`config.mk`:
```
export PLATFORM = sky130hd
export DESIGN_NAME = pwmsd_top
export DESIGN_NICKNAME = d
export VERILOG_FILES = /design/src/design/pwmsd_pkg.sv /design/src/design/pwmsd_top.sv
export VERILOG_INCLUDE_DIRS = /design/src /design/src/design
export SDC_FILE = /design/constraint.sdc
export NUM_CORES = 1
export LEC_CHECK = 0
export BUFFER_PORTS_ARGS = -buffer_cell sky130_fd_sc_hd__buf_2
export CAP_MARGIN = 10
export CORE_ASPECT_RATIO = 0.8
export CORE_MARGIN = 8
export CORE_UTILIZATION = 56
export DETAILED_ROUTE_END_ITERATION = 6
export GPL_TIMING_DRIVEN = 0
export PLACE_DENSITY_LB_ADDON = 0.05
export SYNTH_ARGS = -nofsm -noshare
export SYNTH_HDL_FRONTEND = slang
export SYNTH_SLANG_ARGS = --single-unit
```
`constraint.sdc`:
```
create_clock -name i_clk -period 1.7 [get_ports i_clk]
set_input_delay 0 -clock i_clk [delete_from_list [all_inputs] [get_ports i_clk]]
set_output_delay 0 -clock i_clk [all_outputs]
set_load 0.005 [all_outputs]
```
`src/design/pwmsd_cfg.svh`:
```
// Purpose: Offsets, field positions and reset values of the shutdown block
// Assumes: Word-indexed register port, eight data bits per register
// Notes:   Included by the design file and the property checker
`ifndef PWMSD_CFG_SVH
`define PWMSD_CFG_SVH

// Register indices on the plain register port
`define PWMSD_ADDR_W        3
`define PWMSD_OFF_SDCTL     3'h0
`define PWMSD_OFF_RDCTL     3'h1
`define PWMSD_OFF_CCPCTL    3'h2
`define PWMSD_OFF_IRQSTAT   3'h3
`define PWMSD_OFF_IRQMASK   3'h4

// Reset values
`define PWMSD_RST_BYTE      8'h00
`define PWMSD_RST_IRQ       2'h0

// Shutdown control fields
`define PWMSD_SD_FLAG       7
`define PWMSD_SD_SRC_HI     6
`define PWMSD_SD_SRC_LO     4
`define PWMSD_SD_AC_HI      3
`define PWMSD_SD_AC_LO      2
`define PWMSD_SD_BD_HI      1
`define PWMSD_SD_BD_LO      0

// Restart and dead-band control fields
`define PWMSD_RD_RESTART    7
`define PWMSD_RD_DB_HI      6
`define PWMSD_RD_DB_LO      0

// Source select bits inside the three-bit field
`define PWMSD_SRC_CMP1      0
`define PWMSD_SRC_CMP2      1
`define PWMSD_SRC_PIN       2

// Interrupt status bits
`define PWMSD_IRQ_ENTER     0
`define PWMSD_IRQ_RESUME    1

// Pair state code bits
`define PWMSD_PSS_TRI       1
`define PWMSD_PSS_LVL       0

// Dead-band counter
`define PWMSD_DB_ZERO       7'h00
`define PWMSD_DB_ONE        7'h01

`endif

```
`src/design/pwmsd_pkg.sv`:
```
// Purpose: Types shared by the shutdown and dead-band block
// Assumes: Constants live in pwmsd_cfg.svh
// Notes:   Types only
`default_nettype none

package pwmsd_pkg;

	// Output condition of the pin pairs
	typedef enum logic [1:0] {
		PWMSD_RUN,      // Normal modulation
		PWMSD_HOLD,     // Shutdown flag set, pins in safe state
		PWMSD_WAIT      // Flag cleared, waiting for period start
	} pwmsd_state_t;

endpackage : pwmsd_pkg

`default_nettype wire

```
`src/design/pwmsd_top.sv`:
```
// Purpose: Auto-shutdown, restart and dead-band logic for a four-pin PWM
// Assumes: i_clk is the instruction clock; inputs synchronous to it
// Notes:   Pins are two signals each; the pad resolves the level
//
// How it works
// Flag bit 7 reads one during shutdown
// Three-bit source select decodes comparators and pin
// Pair A/C shutdown: low, high or tri-state
// Pair B/D shutdown: low, high or tri-state
// Shutdown is level-based, persists while asserted
// Flag writes ignored while condition is asserted
// Modulation resumes only at next period start
// Auto-restart clears flag when condition drops
// Without auto-restart software clears the flag
// Dead-band delays only inactive-to-active edges
// Seven-bit count of instruction cycles delay
// Shutdown event sets flag and forces pins
// Firmware setting the flag is a shutdown event
// Half-bridge drives PWM on A, complement B
// Count above duty keeps output inactive all cycle
//
// The plain strobed port and the register addresses were left to the implementer.
`timescale 1ns/1ns
`default_nettype none
`include "pwmsd_cfg.svh"

module pwmsd_top
	import pwmsd_pkg::*;
#(
	parameter int DB_W = 7          // Dead-band counter width
) (
	// Clock and reset
	input  wire logic                     i_clk,
	input  wire logic                     i_rst,
	// Register port
	input  wire logic [`PWMSD_ADDR_W-1:0] i_addr,
	input  wire logic [7:0]               i_wdata,
	input  wire logic                     i_wr,
	input  wire logic                     i_rd,
	output logic      [7:0]               o_rdata,
	// Modulator side
	input  wire logic                     i_pwm_a,
	input  wire logic                     i_pwm_b,
	input  wire logic                     i_pwm_c,
	input  wire logic                     i_pwm_d,
	input  wire logic                     i_period_start,
	input  wire logic                     i_half_bridge,
	// Shutdown sources
	input  wire logic                     i_cmp_one,
	input  wire logic                     i_cmp_two,
	input  wire logic                     i_int_pin,
	// Output pins
	output logic                          o_output_a,
	output logic                          o_output_a_oe,
	output logic                          o_output_b,
	output logic                          o_output_b_oe,
	output logic                          o_output_c,
	output logic                          o_output_c_oe,
	output logic                          o_output_d,
	output logic                          o_output_d_oe,
	// Interrupt
	output logic                          o_irq
);

	// Registers
	logic [2:0]      shutdown_source_select;  // Source choice
	logic [1:0]      pair_ac_shutdown_state;  // A/C safe state
	logic [1:0]      pair_bd_shutdown_state;  // B/D safe state
	logic            shutdown_event_flag;     // Shutdown status
	logic            auto_restart_enable;     // Hardware restart
	logic [DB_W-1:0] deadband_count;          // Delay in cycles
	logic [7:0]      capture_compare_pwm_control; // Mode byte
	logic [1:0]      irq_status;              // Sticky events
	logic [1:0]      irq_mask;                // Event enables

	// Internal
	logic            sd_cond;         // Selected source level
	logic            fw_set;          // Firmware sets the flag
	logic            fw_clr;          // Firmware clears the flag
	logic            next_flag;       // Flag next value
	logic            flag_q;          // Flag one cycle ago
	pwmsd_state_t    state;           // Pin pair condition
	logic            hold;            // Pins in safe state
	logic [1:0]      db_raw;          // Half-bridge A/B requests
	logic [1:0]      db_out;          // Delayed A/B
	logic            mod_a;           // A before shutdown
	logic            mod_b;           // B before shutdown
	logic [1:0]      irq_set;         // Events this cycle

	// Source decode, evaluated as a level each cycle
	always_comb begin
		sd_cond = 1'b0;
		if (shutdown_source_select[`PWMSD_SRC_CMP1] && i_cmp_one) begin
			sd_cond = 1'b1;
		end
		if (shutdown_source_select[`PWMSD_SRC_CMP2] && i_cmp_two) begin
			sd_cond = 1'b1;
		end
		if (shutdown_source_select[`PWMSD_SRC_PIN] && !i_int_pin) begin
			sd_cond = 1'b1;
		end
	end

	// Firmware access to the flag bit
	assign fw_set = i_wr && (i_addr == `PWMSD_OFF_SDCTL) &&
		i_wdata[`PWMSD_SD_FLAG];
	assign fw_clr = i_wr && (i_addr == `PWMSD_OFF_SDCTL) &&
		!i_wdata[`PWMSD_SD_FLAG] && !sd_cond;

	// Flag next value: a live condition always wins
	always_comb begin
		next_flag = shutdown_event_flag;
		if (sd_cond) begin
			next_flag = 1'b1;
		end else if (fw_set) begin
			next_flag = 1'b1;
		end else if (fw_clr) begin
			next_flag = 1'b0;
		end else if (auto_restart_enable) begin
			next_flag = 1'b0;
		end
	end

	// Shutdown control register
	always_ff @(posedge i_clk) begin
		if (i_rst) begin
			shutdown_event_flag    <= 1'b0;
			shutdown_source_select <= 3'h0;
			pair_ac_shutdown_state <= 2'h0;
			pair_bd_shutdown_state <= 2'h0;
		end else begin
			shutdown_event_flag <= next_flag;
			if (i_wr && i_addr == `PWMSD_OFF_SDCTL) begin
				shutdown_source_select <=
					i_wdata[`PWMSD_SD_SRC_HI:`PWMSD_SD_SRC_LO];
				pair_ac_shutdown_state <=
					i_wdata[`PWMSD_SD_AC_HI:`PWMSD_SD_AC_LO];
				pair_bd_shutdown_state <=
					i_wdata[`PWMSD_SD_BD_HI:`PWMSD_SD_BD_LO];
			end
		end
	end

	// Restart/dead-band and mode registers
	always_ff @(posedge i_clk) begin
		if (i_rst) begin
			auto_restart_enable         <= 1'b0;
			deadband_count              <= '0;
			capture_compare_pwm_control <= `PWMSD_RST_BYTE;
		end else if (i_wr) begin
			if (i_addr == `PWMSD_OFF_RDCTL) begin
				auto_restart_enable <= i_wdata[`PWMSD_RD_RESTART];
				deadband_count <=
					DB_W'(i_wdata[`PWMSD_RD_DB_HI:`PWMSD_RD_DB_LO]);
			end
			if (i_addr == `PWMSD_OFF_CCPCTL) begin
				capture_compare_pwm_control <= i_wdata;
			end
		end
	end

	// Pin condition: safe state until a period boundary after restart
	always_ff @(posedge i_clk) begin
		if (i_rst) begin
			state <= PWMSD_RUN;
		end else begin
			case (state)
				PWMSD_RUN: begin
					if (next_flag) begin
						state <= PWMSD_HOLD;
					end
				end
				PWMSD_HOLD: begin
					if (!next_flag) begin
						state <= PWMSD_WAIT;
					end
				end
				PWMSD_WAIT: begin
					if (next_flag) begin
						state <= PWMSD_HOLD;
					end else if (i_period_start) begin
						state <= PWMSD_RUN;
					end
				end
				default: begin
					state <= PWMSD_HOLD;
				end
			endcase
		end
	end

	// Safe state also covers the cycle the flag is being set
	assign hold = (state != PWMSD_RUN) || next_flag;

	// Half-bridge pair: PWM on A, complement on B
	assign db_raw = {!i_pwm_a, i_pwm_a};

	// Dead-band delay per half-bridge output
	genvar g;
	generate
		for (g = 0; g < 2; g++) begin : g_db
			logic            prev;  // Request one cycle ago
			logic [DB_W-1:0] cnt;   // Remaining delay
			// Count restarts on each inactive-to-active edge
			always_ff @(posedge i_clk) begin
				if (i_rst) begin
					prev <= 1'b0;
					cnt  <= '0;
				end else begin
					prev <= db_raw[g];
					if (db_raw[g] && !prev) begin
						cnt <= deadband_count;
					end else if (!db_raw[g]) begin
						cnt <= '0;
					end else if (cnt != '0) begin
						cnt <= cnt - DB_W'(`PWMSD_DB_ONE);
					end
				end
			end
			// Active only once the delay has run out
			assign db_out[g] = db_raw[g] && prev &&
				(cnt == '0 || cnt == DB_W'(`PWMSD_DB_ONE));
		end
	endgenerate

	// Zero delay passes the edge without extra wait
	assign mod_a = i_half_bridge ?
		(deadband_count == '0 ? i_pwm_a : db_out[0]) : i_pwm_a;
	assign mod_b = i_half_bridge ?
		(deadband_count == '0 ? !i_pwm_a : db_out[1]) : i_pwm_b;

	// Pin drivers, registered
	always_ff @(posedge i_clk) begin
		if (i_rst) begin
			o_output_a    <= 1'b0;
			o_output_a_oe <= 1'b0;
			o_output_b    <= 1'b0;
			o_output_b_oe <= 1'b0;
			o_output_c    <= 1'b0;
			o_output_c_oe <= 1'b0;
			o_output_d    <= 1'b0;
			o_output_d_oe <= 1'b0;
		end else if (hold) begin
			// Safe states per pair
			o_output_a    <= pair_ac_shutdown_state[`PWMSD_PSS_LVL];
			o_output_c    <= pair_ac_shutdown_state[`PWMSD_PSS_LVL];
			o_output_a_oe <= !pair_ac_shutdown_state[`PWMSD_PSS_TRI];
			o_output_c_oe <= !pair_ac_shutdown_state[`PWMSD_PSS_TRI];
			o_output_b    <= pair_bd_shutdown_state[`PWMSD_PSS_LVL];
			o_output_d    <= pair_bd_shutdown_state[`PWMSD_PSS_LVL];
			o_output_b_oe <= !pair_bd_shutdown_state[`PWMSD_PSS_TRI];
			o_output_d_oe <= !pair_bd_shutdown_state[`PWMSD_PSS_TRI];
		end else begin
			// Normal modulation
			o_output_a    <= mod_a;
			o_output_b    <= mod_b;
			o_output_c    <= i_pwm_c;
			o_output_d    <= i_pwm_d;
			o_output_a_oe <= 1'b1;
			o_output_b_oe <= 1'b1;
			o_output_c_oe <= !i_half_bridge;
			o_output_d_oe <= !i_half_bridge;
		end
	end

	// Flag history for event detection
	always_ff @(posedge i_clk) begin
		if (i_rst) begin
			flag_q <= 1'b0;
		end else begin
			flag_q <= shutdown_event_flag;
		end
	end

	// Events: entry into shutdown and flag cleared
	assign irq_set[`PWMSD_IRQ_ENTER]  = shutdown_event_flag && !flag_q;
	assign irq_set[`PWMSD_IRQ_RESUME] = !shutdown_event_flag && flag_q;

	// Sticky status, write one to clear, new event wins
	always_ff @(posedge i_clk) begin
		if (i_rst) begin
			irq_status <= `PWMSD_RST_IRQ;
		end else if (i_wr && i_addr == `PWMSD_OFF_IRQSTAT) begin
			irq_status <= (irq_status & ~i_wdata[1:0]) | irq_set;
		end else begin
			irq_status <= irq_status | irq_set;
		end
	end

	// Interrupt mask
	always_ff @(posedge i_clk) begin
		if (i_rst) begin
			irq_mask <= `PWMSD_RST_IRQ;
		end else if (i_wr && i_addr == `PWMSD_OFF_IRQMASK) begin
			irq_mask <= i_wdata[1:0];
		end
	end

	// Level interrupt output
	always_ff @(posedge i_clk) begin
		if (i_rst) begin
			o_irq <= 1'b0;
		end else begin
			o_irq <= |(irq_status & irq_mask);
		end
	end

	// Read data, valid the cycle after the strobe
	always_ff @(posedge i_clk) begin
		if (i_rst) begin
			o_rdata <= `PWMSD_RST_BYTE;
		end else if (i_rd) begin
			case (i_addr)
				`PWMSD_OFF_SDCTL: begin
					o_rdata <= {shutdown_event_flag, shutdown_source_select,
						pair_ac_shutdown_state, pair_bd_shutdown_state};
				end
				`PWMSD_OFF_RDCTL: begin
					o_rdata <= {auto_restart_enable, 7'(deadband_count)};
				end
				`PWMSD_OFF_CCPCTL: begin
					o_rdata <= capture_compare_pwm_control;
				end
				`PWMSD_OFF_IRQSTAT: begin
					o_rdata <= {6'h00, irq_status};
				end
				`PWMSD_OFF_IRQMASK: begin
					o_rdata <= {6'h00, irq_mask};
				end
				default: begin
					o_rdata <= `PWMSD_RST_BYTE;
				end
			endcase
		end else begin
			o_rdata <= `PWMSD_RST_BYTE;
		end
	end

endmodule : pwmsd_top

`default_nettype wire

```
==> out/qor.csv <==
stage,metric,value,unit
status,status,finished clean,
power,p_switching,0.766,mW
global_routing,grt_pass1_vias,2419,
sta,final-hold-violation-count,0,
finish,multi_input_comb_area,1490,um2
sta,relSlewSlack,0.635,
clocking,cts_inserted_buffers,9,
finish,drive_gt1_frac,0.165,
sta,hold_ws,0.0224,ns
route,wl_per_cell,15.9,um
power,p_clk_frac,0.360,
worst_setup_path,crit_type,reg2reg,
worst_setup_path,crit_chain,"or4_1, o311a_1, o41ai_1",
finish,register_area,1280,um2
floorplanning,fp.dieH,79.9,um
place,port_buffers,38,
finish,fill_cells,417,
worst_setup_path,start_kind,flip-flop,
power,seqPwrFrac,0.517,
floorplanning,rows,23,
synth,synth_top_family_by_area,simple AND/OR/NAND/NOR gates,
synth,synth_compound_area_frac,0.153,
floorplanning,boundaryPins,41,
synth,synthAdderAreaFrac,0.0263,
power,p_total,3.07,mW
finish,diodes,0,
power,cellLeakagePower,1.43,nW
sta,finalCriticalPeriod,1.64,ns
route,drtIter0Drc,185,
sta,setup_viol,0,
synth,synth.area.top_cells,"dfxtp_1 (45%), mux2i_1 (6.3%), a21oi_1 (5.8%)",
synth,syn_inst,330,
global_routing,grt_usage,0.201,
clocking,cts_root_buf,clkbuf_8,
synth,yosys.area_share.simple,0.238,
synth,synth_top_area_share,0.449,
synth,yosys-mux-area-fraction,0.0749,
sta,finalCritPeriodShare,0.965,
global_routing,grt_first_pass_wirelength,11900,um
clocking,cts.sinks,64,
route,drcViolationCount,0,
floorplanning,core,4950,um2
global_routing,antenna_found_initial,0,
place,gp_congestion,0.850,
worst_setup_path,max_stage_delay,0.55,ns
clocking,clk_pin_slew_worst_paths,0.06,ns
floorplanning,start_util,0.577,
power,ir_worst_vdd,0.611,mV
worst_setup_path,worst_ep_arrival_time,1.88,ns
min_path,hp-class,in2reg,
global_routing,overflow,0,
route,num_vias,2583,
floorplanning,die_w,95.8,um
route,wirelength,7330,um
finish,most-common-layout-cells,"dfxtp_1 (62), nand2_1 (43), nor2_1 (40), buf_2 (40), a21oi_1 (33)",
synth,synthXorXnorAreaFrac,0.0215,
synth,yosysTopAreaCell,dfxtp_1,
finish,area_growth_syn_to_layout,22.6,%
synth,ys_types,44,
place,hpwl,5080,um
synth,ys.flop_type,dfxtp_1,
global_routing,grt_max_degree,11,
synth,ys_seq_area_frac,0.449,
route,ant_nets,0,
synth,syn_area,2860,um2
finish,nets,427,
finish,fin_util,0.707,
worst_setup_path,crit_path_end_kind,flip-flop,
synth,synth_nets,360,
synth,synth_edf_count,0,
clocking,cts_tree,built,
worst_setup_path,cp.required,1.94,ns
sta,worst-slew-pin-transition,0.547,ns
job,maxCapViolCount,0,
floorplanning,fp.dieArea,7650,um2
power,p_comb_frac,0.122,
power,power_density,878,nW/um2
clocking,htree_levels,3,
worst_setup_path,critPathMaxFanout,5,
sta,fin_skew,0.00800,ns
sta,rsz0062_at_grt,no,
worst_setup_path,cp.buffers_inverters,0,
synth,synth.avg_cell_area,8.65,um2
synth,yosys_warnings,0,
synth,ys_seq_elements,64,
sta,fin_setup_tns,0,ns
clocking,clock_latency,0.33,ns
worst_setup_path,slowest_stage,or4_1,
finish,final_common_cell,dfxtp_1,
clocking,post-cts-setup-buffer-count,0,
sta,drv_slew,0,
power,p_sw_frac,0.249,
power,p_int,2.31,mW
route,drtPass1Iterations,4,
worst_setup_path,cp_top_family,compound AO/OA/AOI/OAI gates,
clocking,clk_path_buf_depth,2,
synth,synthArstFlopShare,0,
sta,fmax,0.609,GHz
route,vias_per_cell,5.60,
[logic make-up (layout without fill, tap and decap cells)]
logic type,count (synthesis),after routing
AOI/OAI and AO/OA,73,73
xor gates and xnor gates,7,7
adders and majority gates,6,6
buffers and inverters,24,93
DFF,64,64
muxes,21,21
and+or+nand+nor,135,135
[through the flow]
step	area, um2	std cells	worst slack (ns)
floorplan	2860	330	0.151
global placement	3120	430	-0.0708
detailed placement	3120	430	-0.0497
CTS	3490	463	0.00518
global route	3500	461	0.00299
finish	3500	461	0.0590
[power by group through the flow]
stage,combinational (mW),clock (mW),sequential (mW)
floorplan,0.229,0,1.61
global placement,0.334,0,1.62
detailed placement,0.339,0,1.62
CTS,0.372,1.13,1.59
global route,0.417,1.21,1.59
finish,0.376,1.11,1.59
[worst register-to-register path, stage by stage, from the launching register on]
cell	delay, ns
dfxtp_1	0.37
or4_1	0.55
o311a_1	0.36
o41ai_1	0.27
[final cells by class]
class / count / area share
well taps: 62 / 0.0222
clock inverters: 1 / 0.00143
flip-flops and latches: 64 / 0.367
multi-input cells: 242 / 0.425
plain buffers: 15 / 0.0211
inverters: 7 / 0.00751
clock buffers: 12 / 0.0443
repair buffers: 58 / 0.112
[synthesized netlist by cell type, types with 4 or more instances]
cell	instances
a211oi_1	8
nor2_1	40
a22oi_1	5
nand2b_1	5
o21ai_0	11
xnor2_1	5
nand2_1	43
a21oi_1	33
inv_1	7
nand3_1	4
ha_1	6
dfxtp_1	64
mux2i_1	18
clkbuf_1	12
nor2b_1	10
or3_1	5
[worst paths after layout]
| path | cells past startpoint | start | to | slack, ns |
|---|---|---|---|---|
| max | 3 | deadband_count[2]$_SDFFE_PP0P_ | o_output_b$_SDFF_PP0_ | 0.06 |
| min | 4 | i_cmp_two | state[1]$_SDFFE_PP0P_ | 0.02 |
| max reg2reg | 3 | deadband_count[2]$_SDFFE_PP0P_ | o_output_b$_SDFF_PP0_ | 0.06 |
| min reg2reg | 2 | capture_compare_pwm_control[0]$_SDFFE_PP0P_ | capture_compare_pwm_control[0]$_SDFFE_PP0P_ | 0.45 |
[state kept, by name (all words and copies together) (netlist names), 2 cells and up]
signal	flops
pair_ac_shutdown_state	2
pair_bd_shutdown_state	2
capture_compare_pwm_control	8
o_rdata	8
g_db.prev	2
deadband_count	7
irq_status	2
state	2
shutdown_source_select	3
g_db.cnt	14
irq_mask	2
[per-layer routing]
metal	global-route usage	routed length [um]	up-vias
li1	-	-	1279
met3	0.0667	609	6
met2	0.304	3220	85
met5	0	0	-
met4	0.0521	44	0
met1	0.267	3460	1213
[what timing repair did]
action                                  CTS  global route
endpoints found under the setup margin    3            12
hold buffers                             20             0
resized for setup                         2             4
hold endpoints to repair                 32             0
cloned                                    0             0
No activity file was read; power rests on OpenSTA's default activity.
